### src/common/pmc_pkg.sv
package pmc_pkg;

	// ----------------------------------------------------------------
	// register map (byte addresses, word aligned)
	// ----------------------------------------------------------------
	localparam logic [31:0] POWER_MODE_SELECT_ADDR = 32'h4000_2400;
	localparam logic [31:0] MODE_UNLOCK_KEY_ADDR   = 32'h4000_2404;
	localparam logic [15:0] POWER_MODE_SELECT_RST  = 16'h0000;
	localparam logic [15:0] MODE_UNLOCK_KEY_RST    = 16'h0000;
	localparam logic [15:0] UNLOCK_KEY_FIRST       = 16'h4859;
	localparam logic [15:0] UNLOCK_KEY_SECOND      = 16'hf27b;
	localparam int          MODE_LSB               = 0;
	localparam int          MODE_W                 = 2;

	// ----------------------------------------------------------------
	// controller own registers
	// ----------------------------------------------------------------
	localparam logic [31:0] HOST_STATUS_ADDR = 32'h0000_0000;
	localparam logic [31:0] HOST_CMD_ADDR    = 32'h0000_0004;
	localparam logic [31:0] HOST_RDATA_ADDR  = 32'h0000_0008;
	localparam logic [31:0] HOST_WAKE_ADDR   = 32'h0000_000c;
	localparam int          CMD_ADDR_LSB     = 16;
	localparam int          CMD_WRITE_BIT    = 31;

	// ----------------------------------------------------------------
	// types
	// ----------------------------------------------------------------
	typedef enum logic [1:0]
	{
		PMC_ACTIVE,
		PMC_CORE_DOZE,
		PMC_SYSTEM_DOZE,
		PMC_HIBERNATE
	} pmc_mode_e;

	typedef enum logic [1:0]
	{
		PMC_LOCKED,
		PMC_KEY1_SEEN,
		PMC_UNLOCKED
	} pmc_lock_e;

endpackage

### src/common/pmc_if.sv
interface pmc_if;
	logic        req;
	logic        we;
	logic        addr;
	logic [15:0] wdata;
	logic [15:0] rdata;
	logic        ack;
	logic        core_sleeping;
	logic        core_deep_sleep;
	logic        wake_event;
	logic        wake_restricted;
	logic        in_handler;
	logic        higher_prio_irq;

	modport dev
	(
		input  req, we, addr, wdata, core_sleeping, core_deep_sleep,
		input  wake_event, wake_restricted, in_handler, higher_prio_irq,
		output rdata, ack
	);
	modport host
	(
		output req, we, addr, wdata, core_sleeping, core_deep_sleep,
		output wake_event, wake_restricted, in_handler, higher_prio_irq,
		input  rdata, ack
	);
endinterface

### src/pmc_key_lock.sv
module pmc_key_lock
(
	input  wire logic clk_i,
	input  wire logic rst_i,
	input  wire logic wr_i,
	input  wire logic wr_key_i,
	input  wire logic [15:0] wdata_i,
	output logic      unlocked_o
);
	pmc_pkg::pmc_lock_e lock_r;

	assign unlocked_o = (lock_r == pmc_pkg::PMC_UNLOCKED);

	always_ff @(posedge clk_i)
	begin
		if (rst_i)
			lock_r <= pmc_pkg::PMC_LOCKED;
		else if (wr_i)
		begin
			if (wr_key_i && wdata_i == pmc_pkg::UNLOCK_KEY_FIRST)
				lock_r <= pmc_pkg::PMC_KEY1_SEEN;
			else if (wr_key_i && lock_r == pmc_pkg::PMC_KEY1_SEEN
				&& wdata_i == pmc_pkg::UNLOCK_KEY_SECOND)
				lock_r <= pmc_pkg::PMC_UNLOCKED;
			else
				lock_r <= pmc_pkg::PMC_LOCKED;
		end
	end
endmodule

### src/pmc_device.sv
module pmc_device
#(
	parameter int NUM_USER_CLK = 2
)
(
	input  wire logic                    clk_i,
	input  wire logic                    rst_i,
	input  wire logic                    por_i,
	pmc_if.dev                           bus,
	input  wire logic                    debug_hold_set_i,
	input  wire logic [NUM_USER_CLK-1:0] user_clk_off_i,
	output logic                         core_clk_en_o,
	output logic                         sys_bus_clk_en_o,
	output logic                         periph_bus_clk_en_o,
	output logic                         irq_ctrl_clk_en_o,
	output logic                         logic_power_en_o,
	output logic                         retain_o,
	output logic [NUM_USER_CLK-1:0]      user_clk_en_o,
	output logic [1:0]                   active_mode_o
);
	logic [1:0]         mode_sel_r;
	logic [15:0]        key_r;
	logic               unlocked;
	logic               wr;
	logic               debug_hold_r;
	logic               handler_entry_r;
	pmc_pkg::pmc_mode_e cur_r;
	logic               wake;
	logic               sleep_seen_r;
	logic               sleep_entry;

	assign wr = bus.req && bus.we && !bus.ack;

	// --------------------------------------------------------------
	// key protection
	// --------------------------------------------------------------
	pmc_key_lock u_lock
	(
		.clk_i      (clk_i),
		.rst_i      (rst_i),
		.wr_i       (wr),
		.wr_key_i   (bus.addr),
		.wdata_i    (bus.wdata),
		.unlocked_o (unlocked)
	);

	// --------------------------------------------------------------
	// registers
	// --------------------------------------------------------------
	// zero after reset
	always_ff @(posedge clk_i)
	begin
		if (rst_i)
			mode_sel_r <= pmc_pkg::POWER_MODE_SELECT_RST[1:0];
		else if (wr && !bus.addr && unlocked)
			mode_sel_r <= bus.wdata[pmc_pkg::MODE_LSB +: pmc_pkg::MODE_W];
	end

	always_ff @(posedge clk_i)
	begin
		if (rst_i)
			key_r <= pmc_pkg::MODE_UNLOCK_KEY_RST;
		else if (wr && bus.addr)
			key_r <= bus.wdata;
	end

	// one wait state answer, ack drops the cycle after
	always_ff @(posedge clk_i)
	begin
		if (rst_i)
			bus.ack <= 1'b0;
		else
			bus.ack <= bus.req && !bus.ack;
	end

	always_ff @(posedge clk_i)
	begin
		if (rst_i)
			bus.rdata <= 16'h0000;
		else if (bus.req && !bus.ack)
			bus.rdata <= bus.addr ? key_r : {14'h0000, mode_sel_r};
	end

	// --------------------------------------------------------------
	// debug hold, power-on reset only
	// --------------------------------------------------------------
	// survives device reset
	always_ff @(posedge clk_i)
	begin
		if (por_i)
			debug_hold_r <= 1'b0;
		else if (debug_hold_set_i)
			debug_hold_r <= 1'b1;
	end

	// --------------------------------------------------------------
	// mode sequencing
	// --------------------------------------------------------------
	// entry is the rising edge of sleep
	// a core still asleep just after a wake must not re-enter
	always_ff @(posedge clk_i)
	begin
		if (rst_i)
			sleep_seen_r <= 1'b0;
		else
			sleep_seen_r <= bus.core_sleeping;
	end

	assign sleep_entry = bus.core_sleeping && !sleep_seen_r;

	always_comb
	begin
		if (handler_entry_r)
			wake = bus.higher_prio_irq;
		else if (cur_r == pmc_pkg::PMC_HIBERNATE)
			wake = bus.wake_restricted;
		else
			wake = bus.wake_event;
	end

	always_ff @(posedge clk_i)
	begin
		if (rst_i)
		begin
			cur_r           <= pmc_pkg::PMC_ACTIVE;
			handler_entry_r <= 1'b0;
		end
		else if (cur_r != pmc_pkg::PMC_ACTIVE)
		begin
			if (wake)
			begin
				cur_r           <= pmc_pkg::PMC_ACTIVE;
				handler_entry_r <= 1'b0;
			end
		end
		else if (sleep_entry && !debug_hold_r
			&& mode_sel_r != 2'b00
			&& (mode_sel_r != 2'b11 || bus.core_deep_sleep))
		begin
			cur_r           <= pmc_pkg::pmc_mode_e'(mode_sel_r);
			handler_entry_r <= bus.in_handler;
		end
	end

	// --------------------------------------------------------------
	// mode decode
	// --------------------------------------------------------------
	// bus clocks run in modes 0 and 1
	function automatic logic bus_clocks_on(input pmc_pkg::pmc_mode_e m);
		return m == pmc_pkg::PMC_ACTIVE
			|| m == pmc_pkg::PMC_CORE_DOZE;
	endfunction

	function automatic logic powered_on(input pmc_pkg::pmc_mode_e m);
		return m != pmc_pkg::PMC_HIBERNATE;
	endfunction

	// --------------------------------------------------------------
	// clock and power enables
	// --------------------------------------------------------------
	// core doze gates core
	always_ff @(posedge clk_i)
	begin
		if (rst_i)
		begin
			core_clk_en_o       <= 1'b1;
			sys_bus_clk_en_o    <= 1'b1;
			periph_bus_clk_en_o <= 1'b1;
			irq_ctrl_clk_en_o   <= 1'b1;
			logic_power_en_o    <= 1'b1;
			retain_o            <= 1'b0;
			user_clk_en_o       <= '0;
			active_mode_o       <= 2'b00;
		end
		else
		begin
			core_clk_en_o       <= cur_r == pmc_pkg::PMC_ACTIVE;
			sys_bus_clk_en_o    <= bus_clocks_on(cur_r);
			periph_bus_clk_en_o <= bus_clocks_on(cur_r);
			irq_ctrl_clk_en_o   <= powered_on(cur_r);
			logic_power_en_o    <= powered_on(cur_r);
			retain_o            <= !powered_on(cur_r);
			user_clk_en_o       <= bus_clocks_on(cur_r)
				? ~user_clk_off_i : '0;
			active_mode_o       <= cur_r;
		end
	end
endmodule

### src/flat_wrapper.sv
// flat-port wrapper written by rule: the top's interface ports become plain ports
module pmc_device_flat 
#(
	parameter int NUM_USER_CLK = 2
)
  (clk_i, rst_i, por_i, debug_hold_set_i, user_clk_off_i, core_clk_en_o, sys_bus_clk_en_o, periph_bus_clk_en_o, irq_ctrl_clk_en_o, logic_power_en_o, retain_o, user_clk_en_o, active_mode_o, bus_req, bus_we, bus_addr, bus_wdata, bus_core_sleeping, bus_core_deep_sleep, bus_wake_event, bus_wake_restricted, bus_in_handler, bus_higher_prio_irq, bus_rdata, bus_ack);
  pmc_if bus_i ();
  input  wire logic clk_i;
  input  wire logic rst_i;
  input  wire logic por_i;
  input  wire logic debug_hold_set_i;
  input  wire logic [NUM_USER_CLK-1:0] user_clk_off_i;
  output logic core_clk_en_o;
  output logic sys_bus_clk_en_o;
  output logic periph_bus_clk_en_o;
  output logic irq_ctrl_clk_en_o;
  output logic logic_power_en_o;
  output logic retain_o;
  output logic [NUM_USER_CLK-1:0] user_clk_en_o;
  output logic [1:0] active_mode_o;
  input wire logic [$bits(bus_i.req)-1:0] bus_req;
  input wire logic [$bits(bus_i.we)-1:0] bus_we;
  input wire logic [$bits(bus_i.addr)-1:0] bus_addr;
  input wire logic [$bits(bus_i.wdata)-1:0] bus_wdata;
  input wire logic [$bits(bus_i.core_sleeping)-1:0] bus_core_sleeping;
  input wire logic [$bits(bus_i.core_deep_sleep)-1:0] bus_core_deep_sleep;
  input wire logic [$bits(bus_i.wake_event)-1:0] bus_wake_event;
  input wire logic [$bits(bus_i.wake_restricted)-1:0] bus_wake_restricted;
  input wire logic [$bits(bus_i.in_handler)-1:0] bus_in_handler;
  input wire logic [$bits(bus_i.higher_prio_irq)-1:0] bus_higher_prio_irq;
  output wire logic [$bits(bus_i.rdata)-1:0] bus_rdata;
  output wire logic [$bits(bus_i.ack)-1:0] bus_ack;
  assign bus_i.req = bus_req;
  assign bus_i.we = bus_we;
  assign bus_i.addr = bus_addr;
  assign bus_i.wdata = bus_wdata;
  assign bus_i.core_sleeping = bus_core_sleeping;
  assign bus_i.core_deep_sleep = bus_core_deep_sleep;
  assign bus_i.wake_event = bus_wake_event;
  assign bus_i.wake_restricted = bus_wake_restricted;
  assign bus_i.in_handler = bus_in_handler;
  assign bus_i.higher_prio_irq = bus_higher_prio_irq;
  assign bus_rdata = bus_i.rdata;
  assign bus_ack = bus_i.ack;
  pmc_device #(.NUM_USER_CLK(NUM_USER_CLK)) u_core (.clk_i(clk_i), .rst_i(rst_i), .por_i(por_i), .bus(bus_i), .debug_hold_set_i(debug_hold_set_i), .user_clk_off_i(user_clk_off_i), .core_clk_en_o(core_clk_en_o), .sys_bus_clk_en_o(sys_bus_clk_en_o), .periph_bus_clk_en_o(periph_bus_clk_en_o), .irq_ctrl_clk_en_o(irq_ctrl_clk_en_o), .logic_power_en_o(logic_power_en_o), .retain_o(retain_o), .user_clk_en_o(user_clk_en_o), .active_mode_o(active_mode_o));
endmodule
### config.mk
export PLATFORM = sky130hd
export DESIGN_NAME = pmc_device_flat
export DESIGN_NICKNAME = d
export VERILOG_FILES = /design/src/common/pmc_pkg.sv /design/src/common/pmc_if.sv /design/src/pmc_key_lock.sv /design/src/pmc_device.sv /design/src/flat_wrapper.sv
export SDC_FILE = /design/constraint.sdc
export NUM_CORES = 1
export LEC_CHECK = 0
export ABC_CLOCK_PERIOD_IN_PS = 1550
export BUFFER_PORTS_ARGS = -buffer_cell sky130_fd_sc_hd__clkbuf_2
export CORE_ASPECT_RATIO = 0.75
export CORE_MARGIN = 2
export CORE_UTILIZATION = 49
export CTS_CLUSTER_DIAMETER = 200
export DETAILED_ROUTE_END_ITERATION = 10
export PLACE_DENSITY = 0.77
export SYNTH_ARGS = -nofsm -noshare
export SYNTH_HDL_FRONTEND = slang
export SYNTH_HIERARCHICAL = 1
export SYNTH_SLANG_ARGS = --single-unit
export TNS_END_PERCENT = 5
### constraint.sdc
create_clock -name clk_i -period 1.55 [get_ports clk_i]
set_input_delay 0.31 -clock clk_i [delete_from_list [all_inputs] [get_ports clk_i]]
set_output_delay 0.31 -clock clk_i [all_outputs]
set_load 0.01 [all_outputs]
Word-level counts from Yosys, hierarchy flattened
Cells that the tools add are included.
- flip-flop bits (word level): 50
- bits in latches: 0
- RAM bits: 0
- memory bits (read-only): 0
- input bits: 31
- output and inout bits: 27
- logic and storage cells: 63
- memories: 0
- $add $sub $neg: 0
- $mul: 0
- div/mod/pow operators: 0
- $lt $le $gt $ge: 0
- equal/unequal tests: 9
- shifts and indexed selects: 0
- muxes and demuxes: 11
- bitwise logic cells: 2
- reductions and logical operators: 26
- operators by type and width (operator ; number):
    $eq 16x15->1 const B ; 1
    $eq 16x16->1 const B ; 1
    $mux 16 ; 1
    $logic_and 1x1->1 ; 13
    $mux 2 ; 5
    $reduce_bool 2->1 ; 3
    $logic_not 1->1 ; 5
    $mux 1 ; 5
    $eq 2x1->1 const B ; 2
    $eq 2x2->1 const B ; 2
    $ne 2x2->1 const B ; 2
    $logic_not 2->1 ; 1
    $logic_or 1x1->1 ; 2
    $ne 2x1->1 const B ; 1
    $not 2->2 ; 1
    $reduce_and 2->1 ; 1
    $reduce_or 2->1 ; 1
    $not 1->1 ; 1

Longest topological paths before layout
- word-level depth: 7
- depth in mapped cells: 6

Hierarchy
The synthesis kept the hierarchy.
- by module, submodules not included (module ; times used ; cells an instance ; area an instance (um^2)):
    pmc_device ; 1 ; 171 ; 1704.1
    pmc_key_lock ; 1 ; 19 ; 152.6

Worst setup path before layout
No wires, ideal clock.
- kind: register to register
- from: reg u_core.bus.ack
- to: reg u_core.bus.rdata[10]
- data arrival time: 1170 ps
- required time: 1433 ps
- path slack: 263 ps
- cell stages (with the launch flop): 7
- path buffers: 3
- period minus slack after synthesis: 1287 ps
- path through: dfxtp_1 -> nor2b_4 -> buf_6 -> and3_4 -> buf_6 -> buf_6 -> a22o_1
- word-level cells in the longest chain between the ends: 2
- ends and longest elaborated chain (item ; RTL line ; source):
    from (decl) ; pmc_if.sv:19 ; output rdata, ack
    from (signal assigned) ; pmc_device.sv:73 ; bus.ack <= bus.req && !bus.ack;
    $logic_not 1->1 ; pmc_device.sv:80 ; else if (bus.req && !bus.ack)
    $logic_and 1x1->1 ; pmc_device.sv:80 ;
    to (signal assigned) ; pmc_device.sv:81 ; bus.rdata <= bus.addr ? key_r : {14'h0000, mode_sel_r};
    to (decl) ; pmc_if.sv:19 ;
Every way passes these cells.
A chain may end at the register's enable or synchronous reset.

Final worst setup path
- from: reg u_core.bus.ack
- to: reg u_core.bus.rdata[7]
The elaborated chain is that of the path after synthesis.

==> out/results.txt <==
Routed len/inst - 12.4 µm
Max FO, Critical Path - 14
Buffers plus inverters on the worst setup path - 0
Post-route minimum period - 1.26 ns
Die width - 75.1 µm
Status - finished clean
Met1 Resource Use GR - 25.8%
Initial antenna violation count - 0
DR pass1 iterations - 4
Top cell type by total area after synthesis - dfxtp_1
CTS tree - built
Post-route ant nets - 0
Worst clock skew - 0.00271 ns
Grt peak-use layer - met2
Grt total ovfl - 0
Clk buf depth - 2
Synth area leaders - dfxtp_1 (54%), nand2_1 (7.1%), a22o_1 (6.6%)
Die height - 57.3 µm
Core Region - 3640 µm²
Crit path cell chain - nor2b_4 > nor2_2 > a22o_1
Std-Cell Rows - 19
Worst Setup Start Kind - register
R2r setup slk - 0.29 ns
M3 GR Usage - 4.77%
Fin Setup TNS - 0 ns
Critical path endpoint category - register
Fillers - 325
Commonest cells post-synth - dfxtp_1 (50), nand2_1 (35), a21oi_1 (18)
Critical path data required time - 1.80 ns
Most common cell in the netlist - dfxtp_1
Slew HR - 59.5%
Initial core utilization - 51.0%
Post-synth top area share - 53.9%
Fmax - 0.796 GHz
Slew Limit Fails - 0
I/O pin count - 58
Placed cell count - 291
Net Count, Synth - 221
Synth Flop Type - dfxtp_1
Worst Max-Slew Pin Slew - 0.607 ns
CP Class - register to register
Hold Buf Count CTS - 0
Yosys warns - 6
Unrepaired setup endpoints after global routing - false
Die area - 4300 µm²
Setup violators final - 0
Worst-path clk slew - 0.09 ns
Root buf cell - clkbuf_8
Netlist Area Pre-Place - 1860 µm²
CTS H-tree depth - 2
DRC Markers - 0
Post-route insts no fill - 299
Seq cells post-synth - 50
Part of the cycle the worst path needs - 81.0%
WL final - 3700 µm
GR Util met2 - 27.1%
VDD IR max - 0.663 mV
Area Growth Syn to Fin - 23.4%
Sequential area share after synthesis - 53.9%
CTS Buf Count - 5
Post-synth EDFFs - 0
Gate count after technology mapping - 190
Via count - 1500
CTS sink count - 50
FFs w/ async S/R, synth - 0%
Mean Syn Cell Area - 9.77 µm²
Max cap viols - 0
Delay of the slowest critical-path stage - 0.47 ns
Type of the tightest min-delay check - input pin to register
Layout cells sized above 1 - 32.0%
Worst Path Arrival - 1.50 ns
Largest net degree at the start of global routing - 18
Leakage - 0.965 nW
Antenna diodes - 0
Vias in the first global route - 1306
Total track usage - 18.5%
Skew-Pair Late Insertion Delay - 0.30 ns
DP HPWL - 2660 µm
First-pass GRT wire length - 5950 µm
Unique cell type count in the Yosys netlist - 37
Power density over cell area - 1120 nW/µm²
Placer Congestion - 0.759
Crit path max-delay family - simple AND/OR/NAND/NOR gates
Final Hold Viols - 0
Vias per cell - 5.02
DR iter-0 viols - 59
Port bufs - 57
Slowest CP cell - nor2_2
Final nets - 277
==> layer usage <==
layer | share of wire, % | routed length (µm)
met5 | 0 | 0
met4 | 1.7 | 63
met3 | 6.8 | 253
met2 | 43 | 1580
met1 | 49 | 1800
==> sequential cells by signal, indices dropped and copies added, names as in the netlist, 2 cells and up <==
register,cells
u_core/active_mode_o,2
u_core/bus.rdata,16
u_core/cur_r,2
u_core/key_r,16
u_core/mode_sel_r,2
u_core/u_lock/lock_r,2
u_core/user_clk_en_o,2
==> cell families after synthesis <==
family                 share of synthesized area, %
and+or+nand+nor                                20.6
muxes                                          3.91
AOI/OAI and AO/OA                              15.5
DFF                                            53.9
buffers and inverters                          6.06
==> worst register-to-register path, cell delays in order, from the launching register on <==
cell and delay [ns]:
dfxtp_1 0.41, nor2b_4 0.06, nor2_2 0.47, a22o_1 0.25
==> where the power goes <==
part / switching, mW / internal, mW
Sequential: 0.0133 / 1.31
Clock: 0.420 / 0.646
Combinational: 0.0945 / 0.0749
==> metrics by stage <==
stage	hold WS (ns)	setup WS [ns]	instance area (µm²)	utilization [%]	power [mW]
global placement	0.443	0.0124	2150	59.1	1.52
detailed placement	0.446	-0.0537	2150	59.1	1.52
CTS	0.146	0.0168	2290	62.9	2.58
finish	0.155	0.294	2290	63.0	2.56
floorplan	0.382	0.263	1860	-	1.45
global route	0.142	0.180	2290	63.0	2.65
==> final cells by class <==
type	count	area, µm²	area share (%)
Timing Repair Buffer	62	323	14.1
Clock inverter	3	68.8	3.00
Tap cell	52	65.1	2.84
Clock buffer	5	68.8	3.00
Multi-Input combinational cell	122	746	32.6
Sequential cell	50	1000	43.7
Inverter	5	18.8	0.819
==> path summary, 6_finish.rpt <==
| kind | end | from | depth (start not counted) |
|---|---|---|---|
| max | u_core/bus.rdata[7] | u_core/bus.ack | 3 |
| min | u_core/debug_hold_r | por_i | 2 |
| max reg2reg | u_core/bus.rdata[7] | u_core/bus.ack | 3 |
| min reg2reg | u_core/key_r[10] | u_core/key_r[10] | 2 |
==> layout by cell type, fill, tap and decap left out, types with 3 or more instances in the layout <==
master,instances
nand3_1,4
inv_1,4
a22o_1,14
nor2b_1,4
o21ai_0,3
clkbuf_8,5
dfxtp_1,50
mux2i_1,5
nand2_1,35
buf_4,5
clkbuf_2,57
nor2_1,8
a21oi_1,18
==> timing repair <==
item,in CTS,in global routing
endpoints found under the hold margin,0,0
gates resized for setup,0,1
setup endpoints to repair,0,14
buffers inserted,0,0
Note: power is estimated with default switching activity, not from simulation.
